--- src/rtl/soc_serial_out_regs.vh ---
// offsets, field positions, reset values and patterns of the serial output configuration block
`ifndef SOC_SERIAL_OUT_REGS_VH
`define SOC_SERIAL_OUT_REGS_VH

`define SOC_SOUT_CTL_WORD     6'h03
`define SOC_WORD_CTL_WORD     6'h04
`define SOC_SOUT_CTL_BYTE0    8'h0c
`define SOC_WORD_CTL_BYTE0    8'h10

`define SOC_PROTO_LSB         0
`define SOC_TCLK_BIT          6
`define SOC_ROLE_LSB          8
`define SOC_GPO_BIT           12

`define SOC_DVAL_LSB          0
`define SOC_PAR_BIT           3
`define SOC_RNG_INC_BIT       8
`define SOC_IN_INC_LSB        10
`define SOC_SUP_INC_LSB       12
`define SOC_ADDR_INC_BIT      14

`define SOC_PROTO_SSYNC       2'b11
`define SOC_ROLE_HIZ          2'b00
`define SOC_ROLE_ALARM        2'b01
`define SOC_ROLE_GPO          2'b10
`define SOC_ROLE_DUAL         2'b11

`define SOC_RST_PROTO         2'b00
`define SOC_RST_ROLE          2'b00
`define SOC_RST_INC2          2'b00
`define SOC_RST_DVAL          3'b000
`define SOC_RST_BIT           1'b0

`define SOC_DVAL_ZEROS        3'b100
`define SOC_DVAL_ONES         3'b101
`define SOC_DVAL_ALT1         3'b110
`define SOC_DVAL_ALT2         3'b111
`define SOC_PAT_ALT1          18'h15555
`define SOC_PAT_ALT2          18'h0cccc

`define SOC_FRAME_W           32
`define SOC_CONV_W            18

`endif

--- src/rtl/soc_serial_out_config.v ---
// serial output control registers, second lane muxing and output frame shifter
`timescale 1ns/100ps
`include "soc_serial_out_regs.vh"
module soc_serial_out_config
(
	clock,
	rst_n,
	app_rst_n,
	reg_addr,
	reg_wr,
	reg_wdata,
	reg_rd,
	reg_rdata,
	spi_in_mode,
	conv_data,
	device_addr,
	range_setting,
	supply_alarm_hi,
	supply_alarm_lo,
	input_alarm_hi,
	input_alarm_lo,
	alarm_active,
	sclk,
	cs_n,
	first_lane_out,
	first_lane_oe_n,
	second_lane_out,
	second_lane_oe_n,
	transmit_clock_source_out
);
	input  wire        clock;
	input  wire        rst_n;
	input  wire        app_rst_n;
	input  wire [7:0]  reg_addr;
	input  wire        reg_wr;
	input  wire [7:0]  reg_wdata;
	input  wire        reg_rd;
	output reg  [7:0]  reg_rdata;
	input  wire [1:0]  spi_in_mode;
	input  wire [17:0] conv_data;
	input  wire [3:0]  device_addr;
	input  wire [3:0]  range_setting;
	input  wire        supply_alarm_hi;
	input  wire        supply_alarm_lo;
	input  wire        input_alarm_hi;
	input  wire        input_alarm_lo;
	input  wire        alarm_active;
	input  wire        sclk;
	input  wire        cs_n;
	output wire        first_lane_out;
	output reg         first_lane_oe_n;
	output reg         second_lane_out;
	output reg         second_lane_oe_n;
	output reg         transmit_clock_source_out;

	// power-on class fields
	reg [1:0]  proto_ff;
	reg        tclk_ff;
	reg        par_ff;
	// application class fields
	reg        gpo_ff;
	reg [1:0]  role_ff;
	reg        addr_inc_ff;
	reg [1:0]  sup_inc_ff;
	reg [1:0]  in_inc_ff;
	reg        rng_inc_ff;
	reg [2:0]  dval_ff;

	reg [1:0]  sclk_sync_ff;
	reg [1:0]  cs_sync_ff;
	reg        sclk_prev_ff;
	reg        cs_prev_ff;
	reg [31:0] sr_ff;
	reg [5:0]  cnt_ff;
	reg        skip_ff;
	reg        busy_ff;

	reg [31:0] nxt_sr;
	reg [5:0]  nxt_cnt;
	reg        nxt_skip;
	reg        nxt_busy;
	reg        nxt_clk_out;
	reg        nxt_second_out;
	reg        nxt_second_oe_n;

	wire [31:0] sout_img;
	wire [31:0] word_img;
	reg  [31:0] sout_wimg;
	reg  [31:0] word_wimg;
	wire        hit_sout;
	wire        hit_word;
	wire [31:0] frame_word;
	wire [5:0]  frame_len;

	// only defined fields enter the images, so reserved bits read zero
	assign sout_img = {16'h0000, 3'b000, gpo_ff, 2'b00, role_ff, 1'b0, tclk_ff,
		4'b0000, proto_ff};
	assign word_img = {16'h0000, 1'b0, addr_inc_ff, sup_inc_ff, in_inc_ff, 1'b0,
		rng_inc_ff, 4'b0000, par_ff, dval_ff};
	assign hit_sout = (reg_addr[7:2] == `SOC_SOUT_CTL_WORD);
	assign hit_word = (reg_addr[7:2] == `SOC_WORD_CTL_WORD);

	// byte merge, least significant byte at the lowest address
	always @*
	begin
		sout_wimg = sout_img;
		word_wimg = word_img;
		case (reg_addr[1:0])
			2'd0:
			begin
				sout_wimg[7:0] = reg_wdata;
				word_wimg[7:0] = reg_wdata;
			end
			2'd1:
			begin
				sout_wimg[15:8] = reg_wdata;
				word_wimg[15:8] = reg_wdata;
			end
			2'd2:
			begin
				sout_wimg[23:16] = reg_wdata;
				word_wimg[23:16] = reg_wdata;
			end
			default:
			begin
				sout_wimg[31:24] = reg_wdata;
				word_wimg[31:24] = reg_wdata;
			end
		endcase
	end

	always @(posedge clock or negedge rst_n)
	begin
		if (!rst_n)
		begin
			proto_ff <= `SOC_RST_PROTO;
			tclk_ff  <= `SOC_RST_BIT;
			par_ff   <= `SOC_RST_BIT;
		end
		else if (reg_wr && hit_sout)
		begin
			proto_ff <= sout_wimg[`SOC_PROTO_LSB+1:`SOC_PROTO_LSB];
			tclk_ff  <= sout_wimg[`SOC_TCLK_BIT];
		end
		else if (reg_wr && hit_word)
		begin
			par_ff <= word_wimg[`SOC_PAR_BIT];
		end
	end

	// reserved positions are never copied out of the merged image
	always @(posedge clock or negedge rst_n)
	begin
		if (!rst_n)
		begin
			gpo_ff      <= `SOC_RST_BIT;
			role_ff     <= `SOC_RST_ROLE;
			addr_inc_ff <= `SOC_RST_BIT;
			sup_inc_ff  <= `SOC_RST_INC2;
			in_inc_ff   <= `SOC_RST_INC2;
			rng_inc_ff  <= `SOC_RST_BIT;
			dval_ff     <= `SOC_RST_DVAL;
		end
		else if (!app_rst_n)
		begin
			gpo_ff      <= `SOC_RST_BIT;
			role_ff     <= `SOC_RST_ROLE;
			addr_inc_ff <= `SOC_RST_BIT;
			sup_inc_ff  <= `SOC_RST_INC2;
			in_inc_ff   <= `SOC_RST_INC2;
			rng_inc_ff  <= `SOC_RST_BIT;
			dval_ff     <= `SOC_RST_DVAL;
		end
		else if (reg_wr && hit_sout)
		begin
			gpo_ff  <= sout_wimg[`SOC_GPO_BIT];
			role_ff <= sout_wimg[`SOC_ROLE_LSB+1:`SOC_ROLE_LSB];
		end
		else if (reg_wr && hit_word)
		begin
			addr_inc_ff <= word_wimg[`SOC_ADDR_INC_BIT];
			sup_inc_ff  <= word_wimg[`SOC_SUP_INC_LSB+1:`SOC_SUP_INC_LSB];
			in_inc_ff   <= word_wimg[`SOC_IN_INC_LSB+1:`SOC_IN_INC_LSB];
			rng_inc_ff  <= word_wimg[`SOC_RNG_INC_BIT];
			dval_ff     <= word_wimg[`SOC_DVAL_LSB+2:`SOC_DVAL_LSB];
		end
	end

	// unmapped addresses read zero
	always @(posedge clock or negedge rst_n)
	begin
		if (!rst_n)
			reg_rdata <= 8'h00;
		else if (reg_rd)
		begin
			if (hit_sout)
				reg_rdata <= sout_img[{reg_addr[1:0], 3'b000} +: 8];
			else if (hit_word)
				reg_rdata <= word_img[{reg_addr[1:0], 3'b000} +: 8];
			else
				reg_rdata <= 8'h00;
		end
	end

	soc_word_build u_word_build
	(
		.conv_data            (conv_data),
		.data_value_select    (dval_ff),
		.parity_enable        (par_ff),
		.address_tag_include  (addr_inc_ff),
		.range_tag_include    (rng_inc_ff),
		.supply_alarm_include (sup_inc_ff),
		.input_alarm_include  (in_inc_ff),
		.device_addr          (device_addr),
		.range_setting        (range_setting),
		.supply_alarm_hi      (supply_alarm_hi),
		.supply_alarm_lo      (supply_alarm_lo),
		.input_alarm_hi       (input_alarm_hi),
		.input_alarm_lo       (input_alarm_lo),
		.frame_word           (frame_word),
		.frame_len            (frame_len)
	);

	// pins come from the host's domain: two stages before any use
	always @(posedge clock or negedge rst_n)
	begin
		if (!rst_n)
		begin
			sclk_sync_ff <= 2'b00;
			cs_sync_ff   <= 2'b11;
			sclk_prev_ff <= 1'b0;
			cs_prev_ff   <= 1'b1;
		end
		else
		begin
			sclk_sync_ff <= {sclk_sync_ff[0], sclk};
			cs_sync_ff   <= {cs_sync_ff[0], cs_n};
			sclk_prev_ff <= sclk_sync_ff[1];
			cs_prev_ff   <= cs_sync_ff[1];
		end
	end

	wire sclk_rise = sclk_sync_ff[1] & ~sclk_prev_ff;
	wire sclk_fall = ~sclk_sync_ff[1] & sclk_prev_ff;
	wire cs_fall   = ~cs_sync_ff[1] & cs_prev_ff;
	wire cs_rise   = cs_sync_ff[1] & ~cs_prev_ff;
	wire ssync     = (proto_ff == `SOC_PROTO_SSYNC);
	// clock source matters only in source-synchronous mode
	wire int_clk   = ssync & tclk_ff;
	wire dual      = (role_ff == `SOC_ROLE_DUAL);
	wire cpha      = spi_in_mode[0];
	// launch edge is rising when polarity and phase differ
	wire spi_launch = (spi_in_mode[1] ^ spi_in_mode[0]) ? sclk_rise : sclk_fall;
	wire launch_int = busy_ff & transmit_clock_source_out;
	reg  launch;

	always @*
	begin
		nxt_sr      = sr_ff;
		nxt_cnt     = cnt_ff;
		nxt_skip    = skip_ff;
		nxt_busy    = busy_ff;
		nxt_clk_out = 1'b0;
		launch      = 1'b0;
		if (ssync)
		begin
			if (int_clk)
			begin
				// a flop cannot emit the full rate, so one launch per two cycles
				nxt_clk_out = busy_ff & (cnt_ff != 6'd0) & ~transmit_clock_source_out;
				launch = launch_int;
			end
			else
			begin
				nxt_clk_out = busy_ff & sclk_sync_ff[1];
				launch = sclk_fall;
			end
		end
		else
			launch = spi_launch;
		if (cs_fall)
		begin
			nxt_sr   = frame_word;
			nxt_cnt  = frame_len;
			nxt_skip = ~ssync & cpha;
			nxt_busy = 1'b1;
		end
		else if (cs_rise)
		begin
			nxt_sr   = 32'h00000000;
			nxt_cnt  = 6'd0;
			nxt_skip = 1'b0;
			nxt_busy = 1'b0;
		end
		else if (busy_ff && launch && cnt_ff != 6'd0)
		begin
			if (skip_ff)
				nxt_skip = 1'b0;
			else if (dual)
			begin
				nxt_sr  = {sr_ff[29:0], 2'b00};
				nxt_cnt = (cnt_ff > 6'd2) ? cnt_ff - 6'd2 : 6'd0;
			end
			else
			begin
				nxt_sr  = {sr_ff[30:0], 1'b0};
				nxt_cnt = cnt_ff - 6'd1;
			end
		end
	end

	// second pin role mux
	always @*
	begin
		case (role_ff)
			`SOC_ROLE_HIZ:
			begin
				nxt_second_out  = 1'b0;
				nxt_second_oe_n = 1'b1;
			end
			`SOC_ROLE_ALARM:
			begin
				nxt_second_out  = alarm_active;
				nxt_second_oe_n = 1'b0;
			end
			`SOC_ROLE_GPO:
			begin
				nxt_second_out  = gpo_ff;
				nxt_second_oe_n = 1'b0;
			end
			`SOC_ROLE_DUAL:
			begin
				nxt_second_out  = nxt_sr[30];
				nxt_second_oe_n = ~nxt_busy;
			end
			default:
			begin
				nxt_second_out  = 1'b0;
				nxt_second_oe_n = 1'b1;
			end
		endcase
	end

	always @(posedge clock or negedge rst_n)
	begin
		if (!rst_n)
		begin
			sr_ff            <= 32'h00000000;
			cnt_ff           <= 6'd0;
			skip_ff          <= 1'b0;
			busy_ff          <= 1'b0;
			transmit_clock_source_out    <= 1'b0;
			first_lane_oe_n  <= 1'b1;
			second_lane_out  <= 1'b0;
			second_lane_oe_n <= 1'b1;
		end
		else
		begin
			sr_ff            <= nxt_sr;
			cnt_ff           <= nxt_cnt;
			skip_ff          <= nxt_skip;
			busy_ff          <= nxt_busy;
			transmit_clock_source_out    <= nxt_clk_out;
			first_lane_oe_n  <= ~nxt_busy;
			second_lane_out  <= nxt_second_out;
			second_lane_oe_n <= nxt_second_oe_n;
		end
	end

	assign first_lane_out = sr_ff[31];
endmodule

--- src/rtl/soc_word_build.v ---
// assembles the left-justified output frame and its bit count
`timescale 1ns/100ps
`include "soc_serial_out_regs.vh"
module soc_word_build
(
	conv_data,
	data_value_select,
	parity_enable,
	address_tag_include,
	range_tag_include,
	supply_alarm_include,
	input_alarm_include,
	device_addr,
	range_setting,
	supply_alarm_hi,
	supply_alarm_lo,
	input_alarm_hi,
	input_alarm_lo,
	frame_word,
	frame_len
);
	input  wire [17:0] conv_data;
	input  wire [2:0]  data_value_select;
	input  wire        parity_enable;
	input  wire        address_tag_include;
	input  wire        range_tag_include;
	input  wire [1:0]  supply_alarm_include;
	input  wire [1:0]  input_alarm_include;
	input  wire [3:0]  device_addr;
	input  wire [3:0]  range_setting;
	input  wire        supply_alarm_hi;
	input  wire        supply_alarm_lo;
	input  wire        input_alarm_hi;
	input  wire        input_alarm_lo;
	output reg  [31:0] frame_word;
	output reg  [5:0]  frame_len;

	reg [17:0] val;
	reg [31:0] acc;
	reg [5:0]  n;
	reg        p_conv;
	reg        p_frame;

	always @*
	begin
		val = conv_data;
		case (data_value_select)
			`SOC_DVAL_ZEROS: val = 18'h00000;
			`SOC_DVAL_ONES:  val = 18'h3ffff;
			`SOC_DVAL_ALT1:  val = `SOC_PAT_ALT1;
			`SOC_DVAL_ALT2:  val = `SOC_PAT_ALT2;
			default:         val = conv_data;
		endcase
		acc = {14'h0000, val};
		n = 6'd18;
		if (address_tag_include)
		begin
			acc = {acc[27:0], device_addr};
			n = n + 6'd4;
		end
		// order inside each alarm pair: high flag first
		if (supply_alarm_include[0])
		begin
			acc = {acc[30:0], supply_alarm_hi};
			n = n + 6'd1;
		end
		if (supply_alarm_include[1])
		begin
			acc = {acc[30:0], supply_alarm_lo};
			n = n + 6'd1;
		end
		if (input_alarm_include[0])
		begin
			acc = {acc[30:0], input_alarm_hi};
			n = n + 6'd1;
		end
		if (input_alarm_include[1])
		begin
			acc = {acc[30:0], input_alarm_lo};
			n = n + 6'd1;
		end
		if (range_tag_include)
		begin
			acc = {acc[27:0], range_setting};
			n = n + 6'd4;
		end
		p_conv = ^val;
		p_frame = ^acc ^ p_conv;
		if (parity_enable)
		begin
			acc = {acc[29:0], p_conv, p_frame};
			n = n + 6'd2;
		end
		frame_word = acc << (6'd32 - n);
		frame_len = n;
	end
endmodule
--- config.mk ---
export PLATFORM = sky130hd
export DESIGN_NAME = soc_serial_out_config
export DESIGN_NICKNAME = d
export VERILOG_FILES = /design/src/rtl/soc_serial_out_config.v /design/src/rtl/soc_word_build.v
export VERILOG_INCLUDE_DIRS = /design/src /design/src/rtl
export SDC_FILE = /design/constraint.sdc
export NUM_CORES = 1
export LEC_CHECK = 0
export BUFFER_PORTS_ARGS = -buffer_cell sky130_fd_sc_hd__clkbuf_2
export CAP_MARGIN = 10
export CORE_AREA = 2 2 129 131
export CTS_BUF_LIST = sky130_fd_sc_hd__clkbuf_4 sky130_fd_sc_hd__clkbuf_8
export CTS_CLUSTER_SIZE = 25
export DETAILED_ROUTE_END_ITERATION = 10
export DIE_AREA = 0 0 131 133
export PLACE_DENSITY = 0.84
export SLEW_MARGIN = 20
export SYNTH_ARGS = -nofsm -noshare
export SYNTH_HDL_FRONTEND = slang
export SYNTH_SLANG_ARGS = --single-unit
--- constraint.sdc ---
create_clock -name clock -period 15.05 [get_ports clock]
set_input_delay 2.2575 -clock clock [delete_from_list [all_inputs] [get_ports clock]]
set_output_delay 2.2575 -clock clock [all_outputs]
set_load 0.005 [all_outputs]
# [Word-level counts from Yosys, hierarchy flattened]
# Index checks and enable logic that the tools add are counted.
# W data, S select, Z words.
[op_classes] add_sub_neg=9 magnitude_cmp=1 eq_ne=17 shift=3 muxes=62 bitwise=20 reduce_logical=17
[op_table] operator="$mux W32" count=6
[op_table] operator="$mux W6" count=12
[op_table] operator="$pmux W18 S4" count=1
[op_table] operator="$shiftx A32 B6 Y8" count=2
[op_table] operator="$reduce_xor A32 Y1" count=1
[op_table] operator="$shl A32 B6 Y32" count=1
[op_table] operator="$mux W30" count=1
[op_table] operator="$mux W26" count=1
[op_table] operator="$mux W25" count=1
[op_table] operator="$mux W24" count=1
[op_table] operator="$mux W23" count=1
[op_table] operator="$mux W22" count=1
[op_table] operator="$add A6 B1 Y6 const B" count=3
[op_table] operator="$mux W1" count=18
[op_table] operator="$reduce_xor A18 Y1" count=1
[op_table] operator="$mux W2" count=8
[op_table] operator="$mux W8" count=2
[op_table] operator="$mux W3" count=5
[op_table] operator="$eq A3 B3 Y1 const B" count=4
[op_table] operator="$and A1 B1 Y1" count=10
[op_table] operator="$reduce_and A3 Y1" count=3
[op_table] operator="$ne A2 B1 Y1 const B" count=4
[op_table] operator="$not A1 Y1" count=8
[op_table] operator="$mux W7" count=1
[op_table] operator="23 further kinds" count=33
[word_totals] reg_bits=74 output_inout_bits=13 word_cells=153

# [Logic depth before layout (Yosys ltp)]
[depth] word_depth=17 ltp_mapped=24 ltp_nobuf=20

# [Cells and area by module]
# Synthesis repeated with hierarchy kept, for this count alone.
[unflattened] hier_cells=1277 hier_area_um2=9948.3
[by_module_without_submodules] module="soc_word_build" instances=1 cells_per_inst=920 area_each_um2=6138.4 seq_area_each_um2=0.0
[by_module_without_submodules] module="soc_serial_out_config" instances=1 cells_per_inst=357 area_each_um2=3809.9 seq_area_each_um2=1833.0

# [Least setup slack after synthesis]
# OpenSTA, ideal clock, no wires.
[synth_path] kind="input to register" start="input conv_data[17]" end="register sr_ff[12]" arrival_time_ps=5943 required_ps=14985 path_slack_ps=9042 cell_stages=14 path_buffers=0 path_cell_list="mux2_4 -> mux2_2 -> a21oi_2 -> o311ai_1 -> a211oi_2 -> xnor3_1 -> xnor2_2 -> xnor2_1 -> xnor2_2 -> xnor3_2 -> a2111oi_4 -> mux2i_1 -> a2111oi_2 -> a211o_1"
[synth_between] elab_chain_cells=12 elab_cells_between_ends=13 cone_classes="1 x shift; 9 x mux; 1 x bitwise; 2 x reduce/logical"
[synth_rtl] item="start: declaration" line_no="soc_serial_out_config.v:40" source="input wire [17:0] conv_data;"
[synth_rtl] item="$pmux W18 S4 *" line_no="soc_word_build.v:47" source="case (data_value_select)"
[synth_rtl] item="$mux W22" line_no="soc_word_build.v:56" source="if (address_tag_include)"
[synth_rtl] item="$mux W23" line_no="soc_word_build.v:62" source="if (supply_alarm_include[0])"
[synth_rtl] item="$mux W24" line_no="soc_word_build.v:67" source="if (supply_alarm_include[1])"
[synth_rtl] item="$mux W25" line_no="soc_word_build.v:72" source="if (input_alarm_include[0])"
[synth_rtl] item="$mux W26" line_no="soc_word_build.v:77" source="if (input_alarm_include[1])"
[synth_rtl] item="$mux W30" line_no="soc_word_build.v:82" source="if (range_tag_include)"
[synth_rtl] item="$reduce_xor A32 Y1" line_no="soc_word_build.v:88" source="p_frame = ^acc ^ p_conv;"
[synth_rtl] item="$xor A1 B1 Y1" line_no="soc_word_build.v:88"
[synth_rtl] item="$mux W32 *" line_no="soc_word_build.v:89" source="if (parity_enable)"
[synth_rtl] item="$shl A32 B6 Y32 *" line_no="soc_word_build.v:94" source="frame_word = acc << (6'd32 - n);"
[synth_rtl] item="$mux W32 *" line_no="soc_serial_out_config.v:281" source="if (cs_fall)"
[synth_rtl] item="end signal: assignment" line_no="soc_serial_out_config.v:359" source="sr_ff <= nxt_sr;"
[synth_rtl] item="end: declaration" line_no="soc_serial_out_config.v:73" source="reg [31:0] sr_ff;"
# Every way passes the cells marked *; elsewhere a longest branch is shown, timed or not.
# A chain may end at the register's enable or synchronous reset.

# [Worst setup path in the final report]
# Ends and elaborated chain as after synthesis.

==> results.tsv <==
stage	metric	value	unit
cts	cts_setup_buffers	0	
detailed_routing	drc	0	
synth	syn_area_per_cell	7.99	sq um
setup_path	r2r_slack	8770	ps
setup_path	timing.rr.start	sup_inc_ff[0]	
min_path	hold_class	register to register	
setup_path	cp_max_fo	6	
final_layout	area_growth	5.50	%
detailed_routing	wl_per_cell	20.8	um
cts	cts.sinks	73	
cts	cts_hold_buf	0	
final_layout	instances_no_fill	1503	
sta	hold_viol_final	0	
floorplanning	top_level_ports	69	
power	power_frac_clock	24.7	%
detailed_routing	viasPerCell	6.93	
cts	insertion_delay	370	ps
synth	synth_area_leaders	dfrtp_1 (17%), mux2i_1 (11%), o21ai_0 (4.3%)	
setup_path	crit_start	conv_data[17]	
power	powerDensity	77.9	mW/mm^2
placement	portBuffers	66	
cts	numCtsBuffers	9	
cts	clk_pin_slew	80	ps
detailed_routing	ant_nets	0	
synth	synth.ff_latch_count	73	
sta	max_slew_margin	34.4	%
power	p_int	0.510	mW
floorplanning	die_h	133	um
floorplanning	start_util	63.6	%
setup_path	end_kind	register	
detailed_routing	drt-met1-wl	13.1	mm
synth	yosysWarnings	0	
setup_path	r2r-end	sr_ff[25]	
synth	yosysUniqueCellTypes	104	
synth	synth_fp_nets	1360	
synth	ys_async_sr_fraction	100	%
final_layout	fin_area	0.0108	sq mm
run	maxCapViolCount	0	
setup_path	crit_end	sr_ff[12]	
sta	setup_violations	0	
setup_path	arrival	6890	ps
grt	grt_max_degree	74	
sta	skew	13.2	ps
power	irDropWorstVdd	53.7	uV
final_layout	antennaDiodeCount	0	
synth	synth_edf_count	0	
power	pwr-share-seq	29.5	%
final_layout	seqCellArea	0.00184	sq mm
sta	worstMarginPinSlew	983	ps
placement	gp_congestion	1.00	
synth	ys_seq_area_share	17.8	%
grt	antenna_found_initial	0	
floorplanning	core_region_area	0.0162	sq mm
setup_path	start_kind	input port	
cts	cts_tree	yes	
final_layout	multi_input_area	0.00785	sq mm
grt	grt_pass1_wl	50.0	mm
cts	ctsLongestPathBuffers	2	
sta	rsz0062_at_grt	no	
detailed_routing	drt_iter0_drc	1426	
power	combPwrFrac	45.8	%
setup_path	r2r_cells	19	
status	status	complete, no violations	
power	power.switching	0.335	mW
setup_path	cp.required	15360	ps
synth	syn_inst	1286	
sta	finalCritPeriodShare	43.7	%
detailed_routing	route.vias.total	10417	
sta	final.setup.tns	0	ps
power	leakage	4.28	nW
synth	syn_area	0.0103	sq mm
grt	grt.overflow.total	0	
synth	yosys.area.top_type_share	16.6	%
sta	final_max_slew_viol_count	0	
setup_path	crit_type	input port to register	
sta	finalCriticalPeriod	6580	ps
final_layout	drive_above_1_share	15.1	%
detailed_routing	wl_met2	14.5	mm
floorplanning	die_area	0.0174	sq mm
detailed_routing	drt_wl_total	31.3	mm
final_layout	nFillCells	1364	
placement	dp_cells	1487	
grt	grt_util_all_layers	35.8	%
placement	hpwl	23.1	mm
synth	netlist_top_cells_count	mux2i_1 (118), nand2_1 (109), nor2_1 (107)	
synth	yosysTopAreaCell	dfrtp_1	
detailed_routing	first_pass_iters	6	
grt	first_global_vias	9341	
placement	dpl_cell_area	0.0106	sq mm
cts	cts_resized	0	
final_layout	nNetsFinal	1352	
synth	synth_top_flop_cell	dfrtp_1	
cts	clock_tree.root_cell	clkbuf_8	
sta	max_freq	152	MHz
synth	synth.most_common_cell	mux2i_1	
floorplanning	rows	47	
detailed_routing	wl_met3	2.72	mm
floorplanning	fp.dieW	131	um
power	p_sw_share	39.6	%
cts	htree_num_levels	3	
detailed_routing	top_layer	met4	
[critical path, stage by stage]
cell and delay, ps:
clkbuf_2 140, mux2_4 290, mux2_2 330, a21oi_2 270
o311ai_1 170, a211oi_2 490, xnor3_1 530, xnor2_2 150
xnor2_1 270, xnor2_2 160, xnor3_2 460, a2111oi_4 450
mux2i_1 260, a2111oi_2 490, a211o_1 150
[cell families (layout without fill, tap and decap cells)]
logic type,Yosys count,in the layout,share of synthesized area (%)
xor gates and xnor gates,70,70,7.27
and+or+nand+nor,396,396,18.8
DFF,73,73,17.8
buffers and inverters,141,138,6.06
other,1,1,0.0365
adders and majority gates,19,19,2.29
AOI/OAI and AO/OA,418,418,28.9
muxes,168,168,18.7
[routing by layer]
layer	global-route usage (%)	up-vias
met5	0	-
met4	10.8	0
met3	5.70	89
met2	56.1	613
met1	50.5	4856
li1	-	4859
[state kept, by name (all words and copies together) (netlist names), 2 cells and up]
register      flops
sr_ff            32
reg_rdata         7
proto_ff          2
dval_ff           3
role_ff           2
sclk_sync_ff      2
sup_inc_ff        2
in_inc_ff         2
cnt_ff            6
cs_sync_ff        2
[final cells by class]
class,count,share of cell area [%]
multi-input combinational,1072,72.4
tap,220,2.54
clock buffer,10,1.21
inverter,38,1.32
clock inverter,6,1.27
timing repair buffer,84,4.32
sequential,73,16.9
[power groups by stage]
stage | clock network [mW] | registers (mW) | logic (mW)
3_3_place_gp | 0 | 0.250 | 0.368
2_1_floorplan | 0 | 0.244 | 0.281
6_report | 0.209 | 0.249 | 0.387
4_1_cts | 0.211 | 0.248 | 0.378
5_1_grt | 0.218 | 0.253 | 0.417
3_5_place_dp | 0 | 0.252 | 0.375
[cells in the final DEF (no fill, tap or decap), types with 30 or more instances in the layout]
master    netlist  layout
mux2i_1       118     118
nand2_1       109     109
nor2_1        107     107
o21ai_0        89      89
dfrtp_1        68      66
clkbuf_2        0      65
a21oi_1        58      58
xnor2_1        45      43
nand3_1        41      41
inv_1          31      31
mux2_2         30      30
a211oi_1       30      30
[worst min-delay path by stage]
stage | slack (ps) | to | from | depth (start not counted)
global route | 370 | sclk_sync_ff[1] | sclk_sync_ff[0] | 0
detailed placement | 340 | sclk_sync_ff[1] | sclk_sync_ff[0] | 0
CTS | 360 | sclk_sync_ff[1] | sclk_sync_ff[0] | 0
floorplan | 330 | sclk_sync_ff[1] | sclk_sync_ff[0] | 0
finish | 360 | sclk_sync_ff[1] | sclk_sync_ff[0] | 0
global placement | 340 | sclk_sync_ff[1] | sclk_sync_ff[0] | 0
[metrics by stage]
stage | power, mW | utilization, % | setup WS [ps] | hold slack [ps]
6_report | 0.845 | 67.0 | 8470 | 361
5_1_grt | 0.888 | 67.0 | 8250 | 369
4_1_cts | 0.837 | 67.0 | 8580 | 361
3_5_place_dp | 0.627 | 65.3 | 8220 | 343
3_3_place_gp | 0.618 | 65.3 | 8250 | 338
2_1_floorplan | 0.525 | - | 9040 | 331
Power figures use the tool's default switching activity.
